File: src/core/bpsc_defines.svh
// Purpose: Constants for the burst preamble status capture block.
// Assumes: Sixteen-bit preamble words arrive one per strobe.
// Notes:   Definitions only.
`ifndef BPSC_DEFINES_SVH
`define BPSC_DEFINES_SVH

// ****************************************************************
// Synchronising preamble words
// ****************************************************************
`define BPSC_SYNC_FIRST      16'hF872
`define BPSC_SYNC_SECOND     16'h4E1F

// ****************************************************************
// Register addresses
// ****************************************************************
`define BPSC_ADDR_TYPE_HIGH  8'h29
`define BPSC_ADDR_TYPE_LOW   8'h2A
`define BPSC_ADDR_LEN_HIGH   8'h2B
`define BPSC_ADDR_LEN_LOW    8'h2C
`define BPSC_RESET_BYTE      8'h00
`define BPSC_RESET_WORD      16'h0000

// ****************************************************************
// Type word fields
// ****************************************************************
`define BPSC_TYPE_CODE       4:0
`define BPSC_ZERO_FIELD      6:5
`define BPSC_ERROR_BIT       7
`define BPSC_DEPENDENT       12:8
`define BPSC_STREAM          15:13
`define BPSC_ZERO_PAIR       2'h0
`define BPSC_STREAM_ZERO     3'h0

// ****************************************************************
// Payload type codes
// ****************************************************************
`define BPSC_CODE_NULL       5'h00
`define BPSC_CODE_RSV_A      5'h02
`define BPSC_CODE_PAUSE      5'h03
`define BPSC_CODE_MPEG_FIRST 5'h04
`define BPSC_CODE_MPEG_L23   5'h05
`define BPSC_CODE_MPEG_L1LS  5'h08
`define BPSC_CODE_MPEG_LAST  5'h09
`define BPSC_CODE_RSV_B      5'h0A
`define BPSC_CODE_RSV_HIGH   5'h10

`endif

File: src/core/bpsc_pkg.sv
// Purpose: Types for the burst preamble status capture block.
// Assumes: Constants come from bpsc_defines.svh.
// Notes:   No logic here.
package bpsc_pkg;

  typedef enum logic [2:0] {
    WAIT_FIRST,
    WAIT_SECOND,
    TAKE_TYPE,
    TAKE_LENGTH
  } bpsc_state_e;

  typedef enum logic [2:0] {
    CLASS_NULL,
    CLASS_PAUSE,
    CLASS_MPEG,
    CLASS_MPEG_LOW_RATE,
    CLASS_RESERVED,
    CLASS_OTHER
  } bpsc_class_e;

  typedef struct packed {
    logic        valid;
    logic [15:0] data;
  } bpsc_word_s;

  typedef struct packed {
    logic [15:0] type_word;
    logic [15:0] length_word;
  } bpsc_preamble_s;

endpackage : bpsc_pkg

File: src/core/bpsc_capture.sv
// Purpose: Finds compressed-audio burst headers in the received word
//          stream and holds their type and length words for reading.
// Assumes: One recovered sixteen-bit word per strobe, synchronous to clk.
// Notes:   Reads have one cycle of latency and no side effects.
//
// Notes on behaviour
// A burst begins where the word 0xF872 is followed by 0x4E1F.
// The third header word is taken as the payload type descriptor.
// The fourth header word is taken as the payload length in bits.
// Both words are readable as four read-only bytes at 0x29 to 0x2C.
// Type codes 04 to 09 are MPEG variants, 05 being layer 2/3 plain.
// Code 08 is layer 1 and code 09 layer 2/3, both at low rate.
// Type word bits 6 and 5 always read as zero.
// Type word bit 7 marks a payload that may hold errors.
// Type word bits 12 to 8 pass through unchanged.
// Type word bits 15 to 13 hold the stream number, expected zero.
// Length high byte reads at 0x2B and low byte at 0x2C.
// All four bytes change together when a header completes.
// Codes 00 and 03 are null and pause; 02, 0A, 10-1F are reserved.
`timescale 1ns/10ps
`include "bpsc_defines.svh"

module bpsc_capture (
  input  wire logic                 clk,            // 250 MHz clock
  input  wire logic                 reset,          // Sync, active high
  input  wire bpsc_pkg::bpsc_word_s rx_word,        // Recovered word
  input  wire logic                 rd_en,          // Read strobe
  input  wire logic [7:0]           rd_addr,        // Register address
  output logic [7:0]                rd_data,        // Read data
  output logic                      rd_valid,       // Read data strobe
  output logic                      burst_new,      // Header captured
  output bpsc_pkg::bpsc_class_e     burst_class,    // Payload class
  output logic                      burst_error,    // Payload suspect
  output logic                      stream_nonzero  // Stream not zero
);

  // ****************************************************************
  // Header recognition
  // ****************************************************************
  bpsc_pkg::bpsc_state_e    state_reg;
  bpsc_pkg::bpsc_preamble_s pre_reg;
  logic [15:0]              type_hold_reg;
  logic                     take_length;

  assign take_length = rx_word.valid &&
                       (state_reg == bpsc_pkg::TAKE_LENGTH);

  always_ff @(posedge clk) begin
    if (reset) begin
      state_reg <= bpsc_pkg::WAIT_FIRST;
    end else if (rx_word.valid) begin
      case (state_reg)
        bpsc_pkg::WAIT_FIRST: begin
          if (rx_word.data == `BPSC_SYNC_FIRST) begin
            state_reg <= bpsc_pkg::WAIT_SECOND;
          end
        end
        bpsc_pkg::WAIT_SECOND: begin
          // A repeated first sync word may itself start the header.
          if (rx_word.data == `BPSC_SYNC_SECOND) begin
            state_reg <= bpsc_pkg::TAKE_TYPE;
          end else if (rx_word.data != `BPSC_SYNC_FIRST) begin
            state_reg <= bpsc_pkg::WAIT_FIRST;
          end
        end
        bpsc_pkg::TAKE_TYPE:   state_reg <= bpsc_pkg::TAKE_LENGTH;
        bpsc_pkg::TAKE_LENGTH: state_reg <= bpsc_pkg::WAIT_FIRST;
        default:               state_reg <= bpsc_pkg::WAIT_FIRST;
      endcase
    end
  end

  // The type word is held aside until the length arrives, so a reader
  // never sees the type of one burst beside the length of another.
  always_ff @(posedge clk) begin
    if (reset) begin
      type_hold_reg <= `BPSC_RESET_WORD;
    end else if (rx_word.valid && state_reg == bpsc_pkg::TAKE_TYPE) begin
      type_hold_reg <= rx_word.data;
      type_hold_reg[`BPSC_ZERO_FIELD] <= `BPSC_ZERO_PAIR;
    end
  end

  always_ff @(posedge clk) begin
    if (reset) begin
      pre_reg <= '0;
    end else if (take_length) begin
      pre_reg.type_word   <= type_hold_reg;
      pre_reg.length_word <= rx_word.data;
    end
  end

  // ****************************************************************
  // Payload classification
  // ****************************************************************
  // Codes above the MPEG range that are not reserved stay in OTHER, so
  // a payload family unknown to the host never passes for MPEG audio.
  function automatic bpsc_pkg::bpsc_class_e classify(
    input logic [4:0] code
  );
    bpsc_pkg::bpsc_class_e c;
    c = bpsc_pkg::CLASS_OTHER;
    if (code == `BPSC_CODE_NULL) begin
      c = bpsc_pkg::CLASS_NULL;
    end else if (code == `BPSC_CODE_PAUSE) begin
      c = bpsc_pkg::CLASS_PAUSE;
    end else if (code == `BPSC_CODE_RSV_A || code == `BPSC_CODE_RSV_B ||
                 code >= `BPSC_CODE_RSV_HIGH) begin
      c = bpsc_pkg::CLASS_RESERVED;
    end else if (code >= `BPSC_CODE_MPEG_L1LS &&
                 code <= `BPSC_CODE_MPEG_LAST) begin
      c = bpsc_pkg::CLASS_MPEG_LOW_RATE;
    end else if (code >= `BPSC_CODE_MPEG_FIRST &&
                 code < `BPSC_CODE_MPEG_L1LS) begin
      c = bpsc_pkg::CLASS_MPEG;
    end
    return c;
  endfunction : classify

  always_ff @(posedge clk) begin
    if (reset) begin
      burst_new      <= 1'b0;
      burst_class    <= bpsc_pkg::CLASS_NULL;
      burst_error    <= 1'b0;
      stream_nonzero <= 1'b0;
    end else begin
      burst_new <= take_length;
      if (take_length) begin
        burst_class    <= classify(type_hold_reg[`BPSC_TYPE_CODE]);
        burst_error    <= type_hold_reg[`BPSC_ERROR_BIT];
        stream_nonzero <= type_hold_reg[`BPSC_STREAM] !=
                          `BPSC_STREAM_ZERO;
      end
    end
  end

  // ****************************************************************
  // Register read port
  // ****************************************************************
  always_ff @(posedge clk) begin
    if (reset) begin
      rd_data  <= `BPSC_RESET_BYTE;
      rd_valid <= 1'b0;
    end else begin
      rd_valid <= rd_en;
      if (rd_en) begin
        case (rd_addr)
          `BPSC_ADDR_TYPE_HIGH: rd_data <= pre_reg.type_word[15:8];
          `BPSC_ADDR_TYPE_LOW:  rd_data <= pre_reg.type_word[7:0];
          `BPSC_ADDR_LEN_HIGH:  rd_data <= pre_reg.length_word[15:8];
          `BPSC_ADDR_LEN_LOW:   rd_data <= pre_reg.length_word[7:0];
          default:              rd_data <= `BPSC_RESET_BYTE;
        endcase
      end
    end
  end
endmodule : bpsc_capture

File: config.mk
export PLATFORM = sky130hd
export DESIGN_NAME = bpsc_capture
export DESIGN_NICKNAME = d
export VERILOG_FILES = /design/src/core/bpsc_pkg.sv /design/src/core/bpsc_capture.sv
export VERILOG_INCLUDE_DIRS = /design/src /design/src/core
export SDC_FILE = /design/constraint.sdc
export NUM_CORES = 1
export LEC_CHECK = 0
export ABC_AREA = 1
export BUFFER_PORTS_ARGS = -buffer_cell sky130_fd_sc_hd__buf_4
export CAP_MARGIN = 20
export CELL_PAD_IN_SITES_DETAIL_PLACEMENT = 0
export CELL_PAD_IN_SITES_GLOBAL_PLACEMENT = 1
export CORE_MARGIN = 4
export CORE_UTILIZATION = 43
export DETAILED_ROUTE_END_ITERATION = 8
export PLACE_DENSITY_LB_ADDON = 0.1
export SETUP_SLACK_MARGIN = 0.05
export SLEW_MARGIN = 5
export SYNTH_ARGS = -nofsm -noshare
export SYNTH_HDL_FRONTEND = slang
export SYNTH_SLANG_ARGS = --single-unit
File: constraint.sdc
create_clock -name clk -period 2.8 [get_ports clk]
set_input_delay 0.14 -clock clk [delete_from_list [all_inputs] [get_ports clk]]
set_output_delay 0.14 -clock clk [all_outputs]
set_load 0.03 [all_outputs]
Yosys cells after proc, flatten, opt, wreduce, memory -nomap -nowiden
Index checks and enable logic that the tools add are counted.
{"block": "word_totals", "ff_bits": 62, "inputBits": 28, "out_inout_bits": 15, "word_cells": 50}
{"block": "classes", "magnitude_cmp": 5, "eq_ne": 15, "muxes": 10, "n_reduce_logical": 10}
{"operator": "$eq A8 B6 Y1 const B", "n": 4}
{"operator": "$pmux W8 S4", "n": 1}
{"operator": "$mux W3", "n": 8}
{"operator": "$eq A16 B15 Y1 const B", "n": 1}
{"operator": "$eq A16 B16 Y1 const B", "n": 1}
{"operator": "$ne A16 B16 Y1 const B", "n": 1}
{"operator": "$eq A5 B2 Y1 const B", "n": 2}
{"operator": "$pmux W3 S3", "n": 1}
{"operator": "$eq A3 B2 Y1 const B", "n": 2}
{"operator": "$eq A5 B4 Y1 const B", "n": 1}
{"operator": "$ge A5 B3 Y1 const B", "n": 1}
{"operator": "$ge A5 B4 Y1 const B", "n": 1}
{"operator": "$ge A5 B5 Y1 const B", "n": 1}
{"operator": "$le A5 B4 Y1 const B", "n": 1}
{"operator": "$logic_not A5 Y1", "n": 1}
{"operator": "$lt A5 B4 Y1 const B", "n": 1}
{"operator": "$logic_and A1 B1 Y1", "n": 4}
{"operator": "$eq A3 B1 Y1 const B", "n": 1}
{"operator": "$logic_not A3 Y1", "n": 1}
{"operator": "$ne A3 B3 Y1 const B", "n": 1}
{"operator": "$reduce_and A3 Y1", "n": 1}
{"operator": "$reduce_bool A3 Y1", "n": 1}
{"operator": "$logic_or A1 B1 Y1", "n": 2}
{"operator": "$ne A2 B2 Y1 const B", "n": 1}

Logic depth before layout (Yosys ltp)
Gate-level depths: netlist (run 1).
{"block": "logic_depth", "word_depth": 7, "ltp_mapped": 10}

Least setup slack after synthesis (run 1)
No wires, ideal clock.
{"block": "synth_path", "path_type": "register to register", "startpoint": "register state_reg[1]", "endpoint": "register burst_class[1]", "setup_time_ns": 0.132, "arrival_ns": 0.941, "setup_slack_ns": 1.727, "path_stages_with_launch": 7, "n_path_buf": 1, "period_less_slack_ns": 1.073, "cell_sequence": "dfxtp_1 nand2_1 nor2_4 inv_1 buf_2 nand2_1 a21oi_1"}
{"block": "synth_via", "elab_chain_len": 2}
{"element": "start, declared", "line": "bpsc_capture.sv:40", "source": "bpsc_pkg::bpsc_state_e state_reg;"}
{"element": "start signal, assigned", "line": "bpsc_capture.sv:50", "source": "state_reg <= bpsc_pkg::WAIT_FIRST;"}
{"element": "start signal, assigned", "line": "bpsc_capture.sv:55", "source": "state_reg <= bpsc_pkg::WAIT_SECOND;"}
{"element": "start signal, assigned", "line": "bpsc_capture.sv:61", "source": "state_reg <= bpsc_pkg::TAKE_TYPE;"}
{"element": "$eq A3 B2 Y1", "line": "bpsc_capture.sv:46", "source": "(state_reg == bpsc_pkg::TAKE_LENGTH);"}
{"element": "$logic_and A1 B1 Y1", "line": "bpsc_capture.sv:45", "source": "assign take_length = rx_word.valid &&"}
{"element": "end signal, assigned", "line": "bpsc_capture.sv:123", "source": "burst_class <= bpsc_pkg::CLASS_NULL;"}
{"element": "end signal, assigned", "line": "bpsc_capture.sv:129", "source": "burst_class <= classify(type_hold_reg[`BPSC_TYPE_CODE]);"}
{"element": "end, declared", "line": "bpsc_capture.sv:32", "source": "output bpsc_pkg::bpsc_class_e burst_class,"}
No other way between the ends.
A chain may end at the register's enable or synchronous reset.

Worst setup path after layout (run 1)
{"block": "layout_path", "startpoint": "register state_reg[1]", "endpoint": "register type_hold_reg[2]"}
{"block": "layout_via", "elab_chain_len": 2}
{"element": "$eq A3 B2 Y1", "line": "bpsc_capture.sv:78", "source": "end else if (rx_word.valid && state_reg == bpsc_pkg::TAKE_TYPE) begin"}
{"element": "$logic_and A1 B1 Y1", "line": "bpsc_capture.sv:78"}
{"element": "end signal, assigned", "line": "bpsc_capture.sv:77", "source": "type_hold_reg <= `BPSC_RESET_WORD;"}
{"element": "end signal, assigned", "line": "bpsc_capture.sv:79", "source": "type_hold_reg <= rx_word.data;"}
{"element": "end signal, assigned by index", "line": "bpsc_capture.sv:80", "source": "type_hold_reg[`BPSC_ZERO_FIELD] <= `BPSC_ZERO_PAIR;"}
{"element": "end, declared", "line": "bpsc_capture.sv:42", "source": "logic [15:0] type_hold_reg;"}
No other way between the ends.

==> flow_metrics.tcl, run 1 <==
set metrics [dict create \
    cp_num_buf_inv 1 \
    worst_skew_pair.late_latency_ns 0.34 \
    cts.path.max_buffers 2 \
    place.port_buffers 42 \
    syn_inst 359 \
    start_util_pct 45.5 \
    drv_slew 0 \
    hold_viol_final 0 \
    viasPerCell 5.02 \
    cts_sinks 60 \
    grt_max_degree 46 \
    syn_avg_cell_area_um2 7.15 \
    powerDensity_nw_per_um2 602 \
    fin_area_um2 3110 \
    placed_area_um2 2900 \
    slew_headroom_pct 37.5 \
    largest_register_ffs 30 \
    ys_ff_latch 60 \
    cp_cell_sequence "nand2_1 > nor2_1 > inv_1 > o21ai_0 > a21oi_1" \
    dp.cells 459 \
    layout-drive-gt1-share_pct 18.1 \
    netlist_area_um2 2570 \
    crit_family "simple AND/OR/NAND/NOR gates" \
    fin_cells 475 \
    htree_levels 3 \
    final_nets 426 \
    ant_nets 0 \
    grt_pass1_vias 2160 \
    criticalPathCategory "register to register" \
    p_leak_nw 1.43 \
    clock_skew_ns 0.0110 \
    cp.required_ns 3.02 \
    std_cell_rows 27 \
    final_common_cell "nor2_1" \
    gp_congestion 0.804 \
    first_pass_iters 4 \
    tightest_slew_ns 0.937 \
    final_util_pct 55.2 \
    syn_to_final_growth_pct 21.2 \
    synth_warnings 0 \
    hold_path.class "input port to register" \
    finalCriticalPeriod_ns 1.54 \
    post_cts_resize_count 0 \
    drc 0 \
    ioPinCount 43 \
    setup_viol 0 \
    slowest_stage "nor2_1" \
    routedWlPerCell_um 13.2 \
    setup-tns-final_ns 0 \
    dieArea_um2 7270 \
    numCtsBuffers 9 \
    antenna_found_initial 0 \
    cts_setup_buffers 0 \
    drt-total-wl_um 6280 \
    run_status "completed" \
    period_share_pct 55.0 \
    synth_cell_types 24 \
    die_h_um 85.3 \
    seq_area_frac_synth_pct 46.8 \
    cts-hold-fix-buffers 0 \
    synth_nets 387 \
    total_power_mw 1.87 \
    peakVddDrop_mv 0.332 \
    core_area_um2 5640 \
    die-width_um 85.3 \
    drt-initial-drc-count 160 \
    cap_viol_max_count 0 \
    dp.final_hpwl_um 4480 \
    arrival_ns 1.76 \
    path_clk_slew_ns 0.07 \
    vias 2383 \
    grt_overflow 0 \
    critPathMaxFanout 9 \
    rsz0062_at_grt "false" \
    cts_tree "done" \
    diodes 0 \
    grt_pass1_wl_um 10300 \
    cts-root-buf "clkbuf_8" \
    cpPeakStageDelay_ns 0.39 \
    crit_path_start_kind "register" \
    endpoint_kind "register" \
    final_cell_mix "nor2_1, dfxtp_1, nand2_1, o21ai_0, buf_4" \
    max_clock_freq_mhz 649 \
    grt_usage_pct 18.2 \
]
power by group:
| part | internal (mW) | switching (mW) | total [mW] |
|---|---|---|---|
| clock | 0.497 | 0.347 | 0.844 |
| combinational | 0.0550 | 0.0850 | 0.140 |
| sequential | 0.873 | 0.0152 | 0.889 |
| total | 1.43 | 0.447 | 1.87 |
tightest hold or removal path, delay by kind of cell:
kind	cells	cell delay, ns
simple gates	2	0.12
buf+inv	1	0.09
synth_stat cells (all sizes together):
cell type  instances  area share (%)
nand3b             1            0.29
nand4              2            0.49
nor2              73              11
nand3             39             7.8
nor3               1            0.19
a22oi              2            0.58
buf               11             2.9
inv               27             3.9
nand2             48             7.1
clkbuf             6            0.93
clkinv             1            0.15
xnor2              1            0.34
dfxtp             60              47
a21oi             33             6.4
o21ai             53              10
o21a               1            0.29
cell families (layout without fill, tap and decap cells):
group                  count (synthesis)  after routing  share of synthesized area (%)
flip-flops                            60             60                           46.8
buffers and inverters                 45             89                           7.89
AND/OR/NAND/NOR                      164            164                           27.3
XOR/XNOR                               1              1                          0.341
AO/OA/AOI/OAI                         89             89                           17.6
through the flow:
stage,hold slack [ns],worst slack [ns]
after global placement,0.384,1.13
final,0.0588,1.26
after floorplan,0.209,1.73
after global routing,0.0480,1.08
after detailed placement,0.392,1.11
after CTS,0.0365,1.28
layer usage:
layer	share of wire (%)	vias up	track usage [%]
li1	-	1257	-
met1	50	1066	25.2
met2	43	56	26.1
met3	5.5	4	6.02
met4	0.72	0	6.62
met5	0	-	0
worst paths after layout:
check | from | to | slack, ns | depth (start not counted)
max | state_reg[1] | type_hold_reg[2] | 1.26 | 5
min | rx_word[5] | pre_reg[5] | 0.06 | 3
max reg2reg | state_reg[1] | type_hold_reg[2] | 1.26 | 5
min reg2reg | burst_class[1] | burst_class[1] | 0.46 | 2
layout make-up:
cell class	instances	area (µm²)
fill	583	2530
timing repair buffer	45	338
clock inverter	7	91.3
clock buffer	9	124
inverter	28	105
tap	72	90.1
multi-input combinational	254	1160
sequential	60	1200
Note: power is estimated with default switching activity, not from simulation.
==> run 2, diff against run 1 <==
Settings changed: CORE_UTILIZATION 43 to 36.
Clock period 2.8 ns to 1.4 ns, I/O delays scaled along.
==> run 2 against run 1 <==
Wire length is 7.0% higher. Sequential share of layout area decreased by 2.2 points. Clock power increased by 88%. Largest cell class unchanged. Worst hold slack worse by 0.031 ns.
==> flow_metrics.tcl, run 2 (synthesis gave the netlist of run 1 again) <==
set metrics [dict create \
    run_status "completed" \
    dieArea_um2 8550 \
    core_area_um2 6870 \
    clock_skew_ns 0.00649 \
    first_pass_iters 4 \
    grt_pass1_vias 2312 \
    largest_register_ffs 30 \
    final_nets 440 \
    ioPinCount 43 \
    htree_levels 3 \
    dp.final_hpwl_um 4790 \
    period_share_pct 87.7 \
    place.port_buffers 42 \
    die-width_um 92.5 \
    cts_sinks 60 \
    drc 0 \
    total_power_mw 3.68 \
    diodes 0 \
    cts_tree "done" \
    ant_nets 0 \
    gp_congestion 0.799 \
    setup_slack_ns 0.172 \
    worst_skew_pair.late_latency_ns 0.33 \
    hold_viol_final 0 \
    final_util_pct 48.2 \
    placed_area_um2 3020 \
    grt_usage_pct 17.0 \
    cpPeakStageDelay_ns 0.35 \
    grt_overflow 0 \
    dp_slack_ns 0.123 \
    start_util_pct 37.4 \
    layout-drive-gt1-share_pct 19.2 \
    drv_slew 0 \
    grt_pass1_wl_um 11400 \
    cap_viol_max_count 0 \
    routedWlPerCell_um 13.1 \
    endpoint_kind "register" \
    final_common_cell "nor2_1" \
    die_h_um 92.5 \
    crit_path_start_kind "register" \
    criticalPathCategory "register to register" \
    cp.required_ns 1.62 \
    syn_to_final_growth_pct 28.8 \
    setup-tns-final_ns 0 \
    max_clock_freq_mhz 814 \
    fin_area_um2 3310 \
    reg2reg_slack_ns 0.17 \
    antenna_found_initial 0 \
    slew_headroom_pct 74.9 \
    powerDensity_nw_per_um2 1110 \
    drt-initial-drc-count 216 \
    viasPerCell 4.78 \
    cts-root-buf "clkbuf_8" \
    peakVddDrop_mv 0.454 \
    hold_path.class "input port to register" \
    finalCriticalPeriod_ns 1.23 \
    final_cell_mix "nor2_1, dfxtp_1, nand2_1, o21ai_0, buf_4" \
    cts.path.max_buffers 2 \
    nFillCells 743 \
    fin_cells 513 \
    slowest_stage "dfxtp_2" \
    path_clk_slew_ns 0.07 \
    numCtsBuffers 9 \
    cts_setup_buffers 0 \
    arrival_ns 1.45 \
    drt-total-wl_um 6720 \
    std_cell_rows 30 \
    dp.cells 489 \
    setup_viol 0 \
    grt_max_degree 47 \
    whs_ns 0.0276 \
    tightest_slew_ns 0.376 \
    vias 2454 \
    cp_cell_sequence "nand2_1 > nor2_4 > inv_1 > buf_12 > a22oi_1 > nor2_1" \
    p_leak_nw 1.50 \
    critPathMaxFanout 10 \
    rsz0062_at_grt "false" \
]
run 2: cell count changes in the layout (fill, tap and decap cells not counted), moves of 2 or more:
cell	delta
dlygate4sd3_1	+8
buf_12	+4
buf_4	+2
clkbuf_8	+2
dfxtp_1	-2
dfxtp_2	+2
run 2: final cells by class:
| cell class | count | area (µm²) | area share, % |
|---|---|---|---|
| clock buffer | 12 | 155 | 4.69 |
| multi-input combinational | 254 | 1160 | 35.2 |
| tap | 96 | 120 | 3.63 |
| inverter | 28 | 105 | 3.18 |
| timing repair buffer | 59 | 513 | 15.5 |
| sequential | 60 | 1200 | 36.4 |
| clock inverter | 4 | 47.5 | 1.44 |
run 2: worst max-delay path: cells and delay by family, from the launching register on:
family / cells / cell delay [ns]
AO/OA/AOI/OAI: 1 / 0.17
buffers and inverters: 2 / 0.31
flip-flops: 1 / 0.35
AND/OR/NAND/NOR: 3 / 0.29
run 2: worst paths after layout:
path / startpoint / endpoint / cells after the start
hold reg to reg: rd_data[1] / rd_data[1] / 2
setup reg to reg: state_reg[1] / burst_class[0] / 6
setup / recovery: state_reg[1] / burst_class[0] / 6
hold / removal: reset / rd_data[7] / 2
run 2: report_power, final:
group          internal [mW]  switching (mW)  leakage, nW
Combinational          0.137           0.179        0.914
Sequential              1.75          0.0286        0.486
Clock                  0.914           0.675        0.102
Total                   2.80           0.882         1.50
run 2: what timing repair did:
item	in CTS	in global routing
hold endpoints to repair	11	0
setup endpoints to repair	0	10
hold buffers	8	0
resized for setup	0	2
run 2: layer usage:
metal | global-route usage (%) | vias up | part of all wire, %
li1 | - | 1290 | -
met1 | 24.1 | 1106 | 51
met2 | 25.1 | 50 | 44
met3 | 2.92 | 8 | 3.6
met4 | 7.30 | 0 | 1.3
met5 | 0 | - | 0
